--- src/epw_defines.svh ---
// timing counts and register map for the eeprom page write controller
// assumes a 200 mhz system clock
`ifndef EPW_DEFINES_SVH
`define EPW_DEFINES_SVH
`define EPW_CLK_MHZ 200
`define EPW_TWP_NS 100
`define EPW_TWP_CYC ((`EPW_TWP_NS * `EPW_CLK_MHZ + 999) / 1000)
`define EPW_TWPH_NS 50
`define EPW_TWPH_CYC ((`EPW_TWPH_NS * `EPW_CLK_MHZ + 999) / 1000)
`define EPW_TOE_NS 150
`define EPW_TOE_CYC ((`EPW_TOE_NS * `EPW_CLK_MHZ + 999) / 1000)
`define EPW_TBLC_US 150
`define EPW_TBLC_CYC ((`EPW_TBLC_US * `EPW_CLK_MHZ) / 1)
`define EPW_TWC_MS 10
`define EPW_TWC_CYC ((`EPW_TWC_MS * 1000 * `EPW_CLK_MHZ) / 1)
`define EPW_PAGE_BYTES 128
`define EPW_REG_CTRL 4'h0
`define EPW_REG_ADDR 4'h1
`define EPW_REG_DATA 4'h2
`define EPW_REG_STAT 4'h3
`define EPW_REG_RDAT 4'h4
`define EPW_REG_CODE 4'h5
`define EPW_CMD_WRITE 3'h1
`define EPW_CMD_READ 3'h2
`define EPW_CMD_POLL 3'h3
`define EPW_CMD_LOCK 3'h4
`define EPW_CMD_UNLOCK 3'h5
`endif

--- src/epw_pkg.sv ---
// types for the eeprom page write controller
// shared by the controller, the eeprom model and the bench
package epw_pkg;
  typedef struct packed {
    logic [16:0] addr;
    logic [7:0] data;
  } epw_word_type;
  typedef struct packed {
    logic device_select_n;
    logic store_strobe_n;
    logic output_drive_enable_n;
  } epw_ctl_type;
  typedef enum logic [3:0] {
    ST_IDLE, ST_SETUP, ST_STROBE, ST_RECOVER, ST_RD_SETUP, ST_RD_WAIT,
    ST_NEXT, ST_POLL_GAP, ST_DONE
  } epw_state_type;
endpackage : epw_pkg

--- src/epw_ctrl.sv ---
// host side controller that writes a parallel eeprom through its pins
// assumes avalon-mm software access and a device wired to the pin ports
// Summary of operation
// write begins when select and strobe low
// each strobe fall starts a load timer
// further strobe falls restart that timer
// programming ends within ten milliseconds
// busy reads invert bit seven
// true data returned after programming
// busy reads flip bit six
// poll by pulsing enable at fixed address
// page burst takes one to 128 bytes
// next byte within load time window
// step low address bits per byte
// hold page address through write cycle
// whole page programmed together on expiry
// protection off from delivery
// three code bytes enable protection
// code prefix before each protected write
// unprefixed protected write still busies device
// six code bytes disable protection
// protection state kept, set at end
// writes blocked at low supply
// no write while output enable low
// short strobe glitches ignored
// address taken at last falling edge
// data taken at first rising edge
// code bytes and addresses are parameters
// only status reads during programming
`timescale 1ns/100ps
`default_nettype none
`include "epw_defines.svh"
module epw_ctrl #(
  parameter int TBLC_CYC = `EPW_TBLC_CYC,
  parameter int TWC_CYC = `EPW_TWC_CYC,
  parameter logic [16:0] LOCK_A0 = 17'h05555,
  parameter logic [16:0] LOCK_A1 = 17'h02aaa,
  parameter logic [16:0] LOCK_A2 = 17'h05555,
  parameter logic [7:0] LOCK_D0 = 8'haa,
  parameter logic [7:0] LOCK_D1 = 8'h55,
  parameter logic [7:0] LOCK_D2 = 8'ha0,
  parameter logic [7:0] UNLK_D2 = 8'h80,
  parameter logic [7:0] UNLK_D5 = 8'h20
) (
  input wire logic i_clk_sys,
  input wire logic i_rst_b,
  input wire logic [3:0] i_avs_address,
  input wire logic i_avs_read,
  input wire logic i_avs_write,
  input wire logic [31:0] i_avs_writedata,
  output logic [31:0] o_avs_readdata,
  output logic o_avs_waitrequest,
  output epw_pkg::epw_ctl_type o_ctl,
  output logic [16:0] o_addr,
  output logic [7:0] o_dq_out,
  output logic o_dq_oe_n,
  input wire logic [7:0] i_dq_in
);
  import epw_pkg::*;

  localparam int TWP = `EPW_TWP_CYC;
  localparam int TWPH = `EPW_TWPH_CYC;
  localparam int TOE = `EPW_TOE_CYC;

  epw_state_type state_ff;
  logic [31:0] cnt_ff;
  logic [31:0] gap_ff;
  logic [2:0] cmd_ff;
  logic [2:0] seq_ff;
  logic [2:0] seq_len_ff;
  logic prefix_ff;
  logic [16:0] wr_addr_ff;
  logic [7:0] wr_data_ff;
  logic [7:0] rd_data_ff;
  logic [7:0] prev_rd_ff;
  logic have_prev_ff;
  logic busy_ff;
  logic done_ff;
  logic [7:0] meta_ff;
  logic [7:0] dq_sync_ff;
  logic [7:0] page_cnt_ff;
  logic [31:0] rdata;
  epw_word_type cur;
  logic go;

  // two flops on the data pins since they change off our clock
  always_ff @(posedge i_clk_sys or negedge i_rst_b) begin
    if (!i_rst_b) begin
      meta_ff <= 8'h00;
      dq_sync_ff <= 8'h00;
    end else begin
      meta_ff <= i_dq_in;
      dq_sync_ff <= meta_ff;
    end
  end

  // code sequence word for step seq_ff, then the user word
  always_comb begin
    cur.addr = wr_addr_ff;
    cur.data = wr_data_ff;
    if (prefix_ff) begin
      case (seq_ff)
        3'h0: begin cur.addr = LOCK_A0; cur.data = LOCK_D0; end
        3'h1: begin cur.addr = LOCK_A1; cur.data = LOCK_D1; end
        3'h2: begin
          cur.addr = LOCK_A2;
          cur.data = (cmd_ff == `EPW_CMD_UNLOCK) ? UNLK_D2 : LOCK_D2;
        end
        3'h3: begin cur.addr = LOCK_A0; cur.data = LOCK_D0; end
        3'h4: begin cur.addr = LOCK_A1; cur.data = LOCK_D1; end
        default: begin cur.addr = LOCK_A2; cur.data = UNLK_D5; end
      endcase
    end
  end

  assign go = i_avs_write && (i_avs_address == `EPW_REG_CTRL) &&
              (state_ff == ST_IDLE) &&
              (!busy_ff || i_avs_writedata[2:0] == `EPW_CMD_POLL);

  // avalon slave: one wait state per access, unmapped reads return zero
  always_comb begin
    rdata = 32'h0000_0000;
    if (i_avs_address == `EPW_REG_ADDR) begin
      rdata = {15'h0000, wr_addr_ff};
    end else if (i_avs_address == `EPW_REG_DATA) begin
      rdata = {24'h000000, wr_data_ff};
    end else if (i_avs_address == `EPW_REG_STAT) begin
      rdata = {22'h000000, page_cnt_ff, done_ff, busy_ff};
    end else if (i_avs_address == `EPW_REG_RDAT) begin
      rdata = {24'h000000, rd_data_ff};
    end
  end

  always_ff @(posedge i_clk_sys or negedge i_rst_b) begin
    if (!i_rst_b) begin
      o_avs_readdata <= 32'h0000_0000;
      o_avs_waitrequest <= 1'b1;
    end else begin
      o_avs_waitrequest <= !((i_avs_read || i_avs_write) &&
                             o_avs_waitrequest);
      o_avs_readdata <= rdata;
    end
  end

  always_ff @(posedge i_clk_sys or negedge i_rst_b) begin
    if (!i_rst_b) begin
      wr_addr_ff <= 17'h00000;
      wr_data_ff <= 8'h00;
    end else if (i_avs_write && !o_avs_waitrequest) begin
      if (i_avs_address == `EPW_REG_ADDR) begin
        wr_addr_ff <= i_avs_writedata[16:0];
      end else if (i_avs_address == `EPW_REG_DATA) begin
        wr_data_ff <= i_avs_writedata[7:0];
      end
    end else if (state_ff == ST_DONE && !prefix_ff &&
                 cmd_ff == `EPW_CMD_WRITE) begin
      wr_addr_ff[6:0] <= wr_addr_ff[6:0] + 7'h01;
    end
  end

  // main sequencer: strobe controlled writes, output enable polls
  always_ff @(posedge i_clk_sys or negedge i_rst_b) begin
    if (!i_rst_b) begin
      state_ff <= ST_IDLE;
      cnt_ff <= 32'h0000_0000;
      cmd_ff <= 3'h0;
      seq_ff <= 3'h0;
      seq_len_ff <= 3'h0;
      prefix_ff <= 1'b0;
      o_ctl <= '{device_select_n: 1'b1, store_strobe_n: 1'b1,
                 output_drive_enable_n: 1'b1};
      o_addr <= 17'h00000;
      o_dq_out <= 8'h00;
      o_dq_oe_n <= 1'b1;
      rd_data_ff <= 8'h00;
      prev_rd_ff <= 8'h00;
      have_prev_ff <= 1'b0;
      busy_ff <= 1'b0;
      done_ff <= 1'b0;
    end else begin
      cnt_ff <= cnt_ff + 32'h1;
      case (state_ff)
        ST_IDLE: begin
          // status polls are the only orders taken while programming
          if (go && !o_avs_waitrequest) begin
            cmd_ff <= i_avs_writedata[2:0];
            done_ff <= 1'b0;
            seq_ff <= 3'h0;
            // code words come from parameters
            prefix_ff <= i_avs_writedata[2:0] != `EPW_CMD_READ &&
                         i_avs_writedata[2:0] != `EPW_CMD_POLL &&
                         (i_avs_writedata[3] ||
                          i_avs_writedata[2:0] != `EPW_CMD_WRITE);
            seq_len_ff <= (i_avs_writedata[2:0] == `EPW_CMD_UNLOCK) ?
                          3'h6 : 3'h3;
            have_prev_ff <= 1'b0;
            cnt_ff <= 32'h0;
            if (i_avs_writedata[2:0] == `EPW_CMD_READ ||
                i_avs_writedata[2:0] == `EPW_CMD_POLL) begin
              state_ff <= ST_RD_SETUP;
            end else begin
              state_ff <= ST_SETUP;
            end
          end
        end
        ST_SETUP: begin
          // enable held high before select and strobe fall
          o_ctl.output_drive_enable_n <= 1'b1;
          o_addr <= cur.addr;
          o_dq_out <= cur.data;
          o_dq_oe_n <= 1'b0;
          o_ctl.device_select_n <= 1'b0;
          cnt_ff <= 32'h0;
          state_ff <= ST_STROBE;
        end
        ST_STROBE: begin
          o_ctl.store_strobe_n <= 1'b0;
          // pulse kept well past the noise filter width
          if (cnt_ff >= 32'(TWP)) begin
            o_ctl.store_strobe_n <= 1'b1;
            cnt_ff <= 32'h0;
            state_ff <= ST_RECOVER;
          end
        end
        ST_RECOVER: begin
          o_ctl.device_select_n <= 1'b1;
          if (cnt_ff >= 32'(TWPH)) begin
            o_dq_oe_n <= 1'b1;
            state_ff <= ST_DONE;
          end
        end
        ST_DONE: begin
          // next byte follows at once, well inside tblc
          if (prefix_ff && seq_ff + 3'h1 < seq_len_ff) begin
            seq_ff <= seq_ff + 3'h1;
            state_ff <= ST_SETUP;
          end else if (prefix_ff && cmd_ff == `EPW_CMD_WRITE) begin
            prefix_ff <= 1'b0;
            state_ff <= ST_SETUP;
          end else begin
            busy_ff <= 1'b1; // device now programming
            done_ff <= 1'b1;
            prefix_ff <= 1'b0;
            state_ff <= ST_IDLE;
          end
        end
        ST_RD_SETUP: begin
          o_dq_oe_n <= 1'b1;
          o_ctl.store_strobe_n <= 1'b1;
          o_addr <= wr_addr_ff;
          o_ctl.device_select_n <= 1'b0;
          o_ctl.output_drive_enable_n <= 1'b0;
          cnt_ff <= 32'h0;
          state_ff <= ST_RD_WAIT;
        end
        ST_RD_WAIT: begin
          // extra cycles cover the two flop data synchroniser
          if (cnt_ff >= 32'(TOE + 2)) begin
            rd_data_ff <= dq_sync_ff;
            prev_rd_ff <= dq_sync_ff;
            have_prev_ff <= 1'b1;
            o_ctl.output_drive_enable_n <= 1'b1;
            o_ctl.device_select_n <= 1'b1;
            cnt_ff <= 32'h0;
            state_ff <= ST_NEXT;
          end
        end
        ST_NEXT: begin
          // a plain read ends after one access, a poll reads again
          if (cmd_ff == `EPW_CMD_READ) begin
            done_ff <= 1'b1;
            state_ff <= ST_IDLE;
          end else begin
            state_ff <= ST_POLL_GAP;
          end
        end
        ST_POLL_GAP: begin
          if (cnt_ff >= 32'(TOE)) begin
            o_ctl.device_select_n <= 1'b0;
            o_ctl.output_drive_enable_n <= 1'b0;
            cnt_ff <= 32'h0;
            state_ff <= ST_RD_WAIT;
          end
        end
        default: begin
          state_ff <= ST_IDLE;
        end
      endcase
      // bit six stops flipping once programming is over; bit
      // seven is left out since a refused protected write keeps old data
      if (state_ff == ST_RD_WAIT && cnt_ff >= 32'(TOE + 2) &&
          cmd_ff == `EPW_CMD_POLL && have_prev_ff &&
          dq_sync_ff[6] == prev_rd_ff[6]) begin
        busy_ff <= 1'b0;
        done_ff <= 1'b1;
        o_ctl.output_drive_enable_n <= 1'b1;
        o_ctl.device_select_n <= 1'b1;
        state_ff <= ST_IDLE;
      end
      // timeout frees the controller after the longest cycle
      if (busy_ff && state_ff == ST_IDLE && gap_ff >= 32'(TWC_CYC)) begin
        busy_ff <= 1'b0;
      end
    end
  end

  // time since the last strobe fell, covers load and program times
  always_ff @(posedge i_clk_sys or negedge i_rst_b) begin
    if (!i_rst_b) begin
      gap_ff <= 32'h0;
      page_cnt_ff <= 8'h00;
    end else if (state_ff == ST_STROBE && cnt_ff == 32'h0) begin
      gap_ff <= 32'h0;
      if (!prefix_ff && page_cnt_ff < 8'(`EPW_PAGE_BYTES)) begin
        page_cnt_ff <= page_cnt_ff + 8'h01;
      end
    end else begin
      gap_ff <= gap_ff + 32'h1;
      if (gap_ff >= 32'(TBLC_CYC) && state_ff == ST_IDLE && go) begin
        page_cnt_ff <= 8'h00;
      end
    end
  end
endmodule : epw_ctrl
`default_nettype wire

--- config.mk ---
export PLATFORM = sky130hd
export DESIGN_NAME = epw_ctrl
export DESIGN_NICKNAME = d
export VERILOG_FILES = /design/src/epw_pkg.sv /design/src/epw_ctrl.sv
export VERILOG_INCLUDE_DIRS = /design/src
export SDC_FILE = /design/constraint.sdc
export NUM_CORES = 1
export LEC_CHECK = 0
export ABC_AREA = 1
export BUFFER_PORTS_ARGS = -buffer_cell sky130_fd_sc_hd__buf_2
export CAP_MARGIN = 20
export CORE_MARGIN = 2
export CORE_UTILIZATION = 45
export CTS_CLUSTER_DIAMETER = 60
export DETAILED_ROUTE_END_ITERATION = 10
export PLACE_DENSITY_LB_ADDON = 0.25
export SETUP_SLACK_MARGIN = 0.2
export SYNTH_ARGS = -nofsm -noshare
export SYNTH_HDL_FRONTEND = slang
export SYNTH_SLANG_ARGS = --single-unit
--- constraint.sdc ---
create_clock -name i_clk_sys -period 3.85 [get_ports i_clk_sys]
set_input_delay 1.155 -clock i_clk_sys [delete_from_list [all_inputs] [get_ports i_clk_sys]]
set_output_delay 1.155 -clock i_clk_sys [all_outputs]
set_load 0.02 [all_outputs]
Yosys cells after proc, flatten, opt, wreduce, memory -nomap -nowiden
Index checks and enable logic that the tools add are counted.

operators by class
  bitwise logic cells = 1
  add/subtract/negate cells = 5
  mux-type cells = 58
  eq/ne operators = 44
  $lt $le $gt $ge = 8
  reductions and logical operators = 63

operators by type and width
  cell                     number
  $mux W32                 5
  $pmux W32 S5             1
  $pmux W23 S3             1
  $add A32 B1 Y32 const B  2
  $ge A32 B5 Y1 const B    2
  $pmux W4 S9              1
  $pmux W17 S2             1
  $ge A32 B15 Y1 const B   1
  $ge A32 B21 Y1 const B   1
  $ge A32 B4 Y1 const B    1
  $ge A32 B6 Y1 const B    1
  $logic_not A32 Y1        1
  $mux W8                  4
  $mux W25                 1
  $mux W4                  6
  $logic_and A1 B1 Y1      22
  $mux W7                  3
  $reduce_and A3 Y1        7
  $eq A4 B3 Y1 const B     5
  $mux W10                 2
  $eq A3 B2 Y1 const B     6
  $mux W1                  18
  $mux W17                 1
  $eq A4 B2 Y1 const B     4
  other kinds (33)         82

word-level totals
  word-level logic and storage cells = 204
  input port bits = 48
  flip-flop bits (word level) = 200
  output and inout port bits = 62

Logic depth before layout (Yosys ltp)
  depth after elaboration = 8
  depth in mapped cells = 11
  depth with buffers taken out = 11

Worst setup path before layout
No wires, ideal clock.

  kind = input -> register
  start = in i_avs_address[0]
  end = reg cnt_ff[4]
  cell stages on the path = 10
  buffers on the path = 2
  setup slack = 1,463 ps
  required time = 3,729 ps
  arrival time = 2,266 ps
  library setup time = 121 ps
  cells stage by stage = buf_6 -> nor2_2 -> nand2_1 -> nor2_2 -> nand4_4 -> nand2_4 -> nand2_4 -> nor2_4 -> buf_6 -> nor2_1

between the ends
  longest elaborated chain between the ends = 7

ends and longest elaborated chain
  what                               line             source
  from (decl)                        epw_ctrl.sv:47   input wire logic [3:0] i_avs_address,
  $logic_not A4 Y1 (no source line)  -
  $logic_and A1 B1 Y1 (3 in series)  epw_ctrl.sv:116  assign go = i_avs_write && (i_avs_address == `EPW_REG_CTRL) &&
  $logic_and A1 B1 Y1                epw_ctrl.sv:185  if (go && !o_avs_waitrequest) begin
  $mux W32                           epw_ctrl.sv:185
  $pmux W32 S5                       epw_ctrl.sv:182  case (state_ff)
  to (signal assigned)               epw_ctrl.sv:181  cnt_ff <= cnt_ff + 32'h1;
  to (decl)                          epw_ctrl.sv:66   logic [31:0] cnt_ff;

Every way passes these cells.
A chain may end at the register's enable or synchronous reset.

Final worst setup path
  start = reg cnt_ff[0]
  end = reg gap_ff[16]

between the ends
  longest elaborated chain between the ends = 3

ends and longest elaborated chain
  what                  line             source
  $logic_not A32 Y1     epw_ctrl.sv:312  end else if (state_ff == ST_STROBE && cnt_ff == 32'h0) begin
  $logic_and A1 B1 Y1   epw_ctrl.sv:312
  $mux W32              epw_ctrl.sv:312
  to (signal assigned)  epw_ctrl.sv:318  gap_ff <= gap_ff + 32'h1;
  to (decl)             epw_ctrl.sv:67   logic [31:0] gap_ff;

Every way passes these cells.

==> impl_results.md <==
- TritonCTS Buffers: 17
- Power per cell area: 457 nW/um2
- Most frequent cells in the layout: 296 x nand2_1, 211 x nor2_1, 180 x dfrtp_1
- Largest net degree at the start of global routing: 80
- Post_cts resized: 0
- Hold Path Class: flop to flop
- Critical path fanouts, max: 30
- Simple-Gate Fraction of Synth Area: 30.1%
- IO Port Bufs: 79
- Htree depth: 4
- Crit-path most repeated cell: inv_1
- Remaining global-route overflow: 0
- Core box area: 21200 um2
- Worst r2r src: cnt_ff[0]
- Post-synthesis cell area: 9740 um2
- Clock slew at reported path FFs: 0.08 ns
- Final setup fails: 0
- Power Total: 5.04 mW
- RD Place Congestion: 0.902
- Post-layout net count: 1403
- Peak Freq: 387 MHz
- Vias per inst: 5.09
- Layout cells sized above 1: 11.3%
- CP Cell Sequence: inv_1, ha_1, inv_1, nor2_1, nand3_1, nor2_1, nand2_1, inv_1, nor3_1
- Adder-Cell Fraction of Synth Area: 1.67%
- Largest incremental delay on the critical path: 0.75 ns
- Initial DRC Count: 667
- Post-CTS Setup Repair Bufs: 0
- Asr flop ratio synth: 100%
- Critical-path top delay cell: inv_1
- First-pass GRT wire length: 39.4 mm
- Initial Utilization: 46.0%
- Compound-Gate Fraction of Synth Area: 7.77%
- Number of distinct library cells after synthesis: 42
- CP required: 4.13 ns
- Placed Cells: 1598
- Commonest non-fill, non-tap cell in the layout: nand2_1
- WL per Instance: 14.7 um
- Hold Path Cell Cnt: 0
- TritonRoute pass-1 iters: 5
- Max-cap violation count: 0
- #FFs+latches synth: 185
- Setup TNS: 0 ns
- Period Utilization, post-route: 67.1%
- Horiz. Die Dim: 151 um
- Max-slew headroom: 37.0%
- Worst setup EP type: flop
- N_diodes: 0
- Top_reg_cell synth: dfrtp_1
- Worst-Margin Slew: 0.944 ns
- Max-slew violation count: 0
- XOR/XNOR Fraction of Synth Area: 3.96%
- Minimum hold slack: 0.354 ns
- Num ports: 110
- Area Growth Syn to Fin: 13.1%
- Max IR drop VDD: 356 uV
- FF-to-FF setup slack: 1.27 ns
- Routed vias: 8293
- WP data arrival: 2.86 ns
- P_leak: 5.36 nW
- Final Hold Fails: 0
- R2R depth: 9
- Tot GR Track Use: 22.0%
- Status: complete, no violations
- Initial antenna violation count: 0
- RR Endpoint: gap_ff[16]
- Clk sink count: 185
- Drt total wl: 24.0 mm
- Row cnt: 53
- Layout Cells excl Fill: 1630
- Die area: 22800 um2
- Die Height: 151 um
- Synth Instances: 1258
- Crit path launch: cnt_ff[0]
- EDFF count, synth: 0
- Post-CTS Hold Buffers: 0
- Core Util, Final: 52.1%
- CTS tree: done
- DRC violations left: 0
- Final ANT Viol Nets: 0
- Syn_area_per_cell: 7.74 um2
- Skew-Pair Late Insertion Delay: 0.45 ns
- CTS root buf: clkbuf_16
- Hold worst-path end: dq_sync_ff[0]
- Setup Crit Path Kind: flop to flop
- Multiplexer share of the synthesized area: 0.462%
- Seq/Total Area, Yosys: 47.6%
- Clock buffer depth: 2
- Worst clock skew: 0.0178 ns
- HPWL Detailed: 17.9 mm
- RSZ-0062 raised after global routing: false
- Worst setup SP type: flop
- Yosys warns: 0
- Largest family of logic cells by synthesized area: simple AND/OR/NAND/NOR gates
- Vias in the first global route: 7666
- Clock period minus worst slack: 2.58 ns
- Hold Path Origin: meta_ff[0]
logic make-up (layout without fill, tap and decap cells):
family / count (synthesis) / after routing
other: 1 / 15
adder cells (fa/ha/maj): 13 / 13
buffers and inverters: 188 / 271
XOR/XNOR: 44 / 44
AO/OA/AOI/OAI: 140 / 140
AND/OR/NAND/NOR: 683 / 683
flip-flops: 185 / 185
multiplexers: 4 / 4
worst max-delay path by stage:
stage / cells past startpoint / slack [ns] / endpoint
detailed placement: 9 / 0.93 / cnt_ff[3]
global route: 9 / 1.01 / gap_ff[20]
global placement: 9 / 0.98 / cnt_ff[28]
finish: 9 / 1.27 / gap_ff[16]
floorplan: 10 / 1.46 / cnt_ff[4]
CTS: 9 / 1.23 / gap_ff[16]
synthesized netlist by cell type, drive strengths merged, types with 5 or more instances:
cell,n,area (um2)
a21oi,47,235
a31oi,16,100
buf,29,213
clkbuf,9,33.8
dfrtp,180,4500
dfstp,5,131
ha,13,163
inv,149,559
nand2,301,1160
nand3,78,395
nand4,27,184
nor2,221,878
nor3,47,257
o21ai,61,305
xnor2,6,52.6
xor2,38,333
power breakdown:
part | switching [mW] | total [mW] | internal (mW)
combinational | 0.590 | 0.887 | 0.297
sequential | 0.174 | 2.32 | 2.15
clock | 0.916 | 1.83 | 0.911
total | 1.68 | 5.04 | 3.36
metal layers:
metal	up-vias	global-route usage (%)	share of wire, %
li1	4174	-	-
met1	3877	32.8	48
met2	229	34.3	46
met3	13	3.61	5.4
met4	0	4.16	0.80
met5	-	0	0
state kept, by name, summed over array words and instances (netlist names), 4 cells and up:
register / count
o_avs_readdata: 17
wr_addr_ff: 17
o_dq_out: 8
o_addr: 17
gap_ff: 32
wr_data_ff: 8
meta_ff: 8
cnt_ff: 32
state_ff: 4
prev_rd_ff: 8
dq_sync_ff: 8
page_cnt_ff: 8
critical path: cells and delay by family (launching register included):
| family | cells | cell delay [ns] |
|---|---|---|
| AND/OR/NAND/NOR | 5 | 0.83 |
| buffers and inverters | 3 | 0.94 |
| flip-flops | 1 | 0.45 |
| adder cells (fa/ha/maj) | 1 | 0.19 |
area by class of cell:
| type | count | area (um2) |
|---|---|---|
| clock buffers | 18 | 439 |
| flip-flops and latches | 185 | 4640 |
| multi-input cells | 899 | 4340 |
| fillers | 2063 | 10100 |
| clock inverters | 14 | 183 |
| well taps | 275 | 344 |
| repair buffers | 89 | 504 |
| inverters | 150 | 568 |
per-stage QoR:
stage	setup slack [ns]	instance area, um2
after floorplan	1.46	9790
after global placement	0.976	10400
after detailed placement	0.934	10400
after CTS	1.23	11000
after global routing	1.01	11000
final	1.27	11000
(Power assumes the default switching activity.)
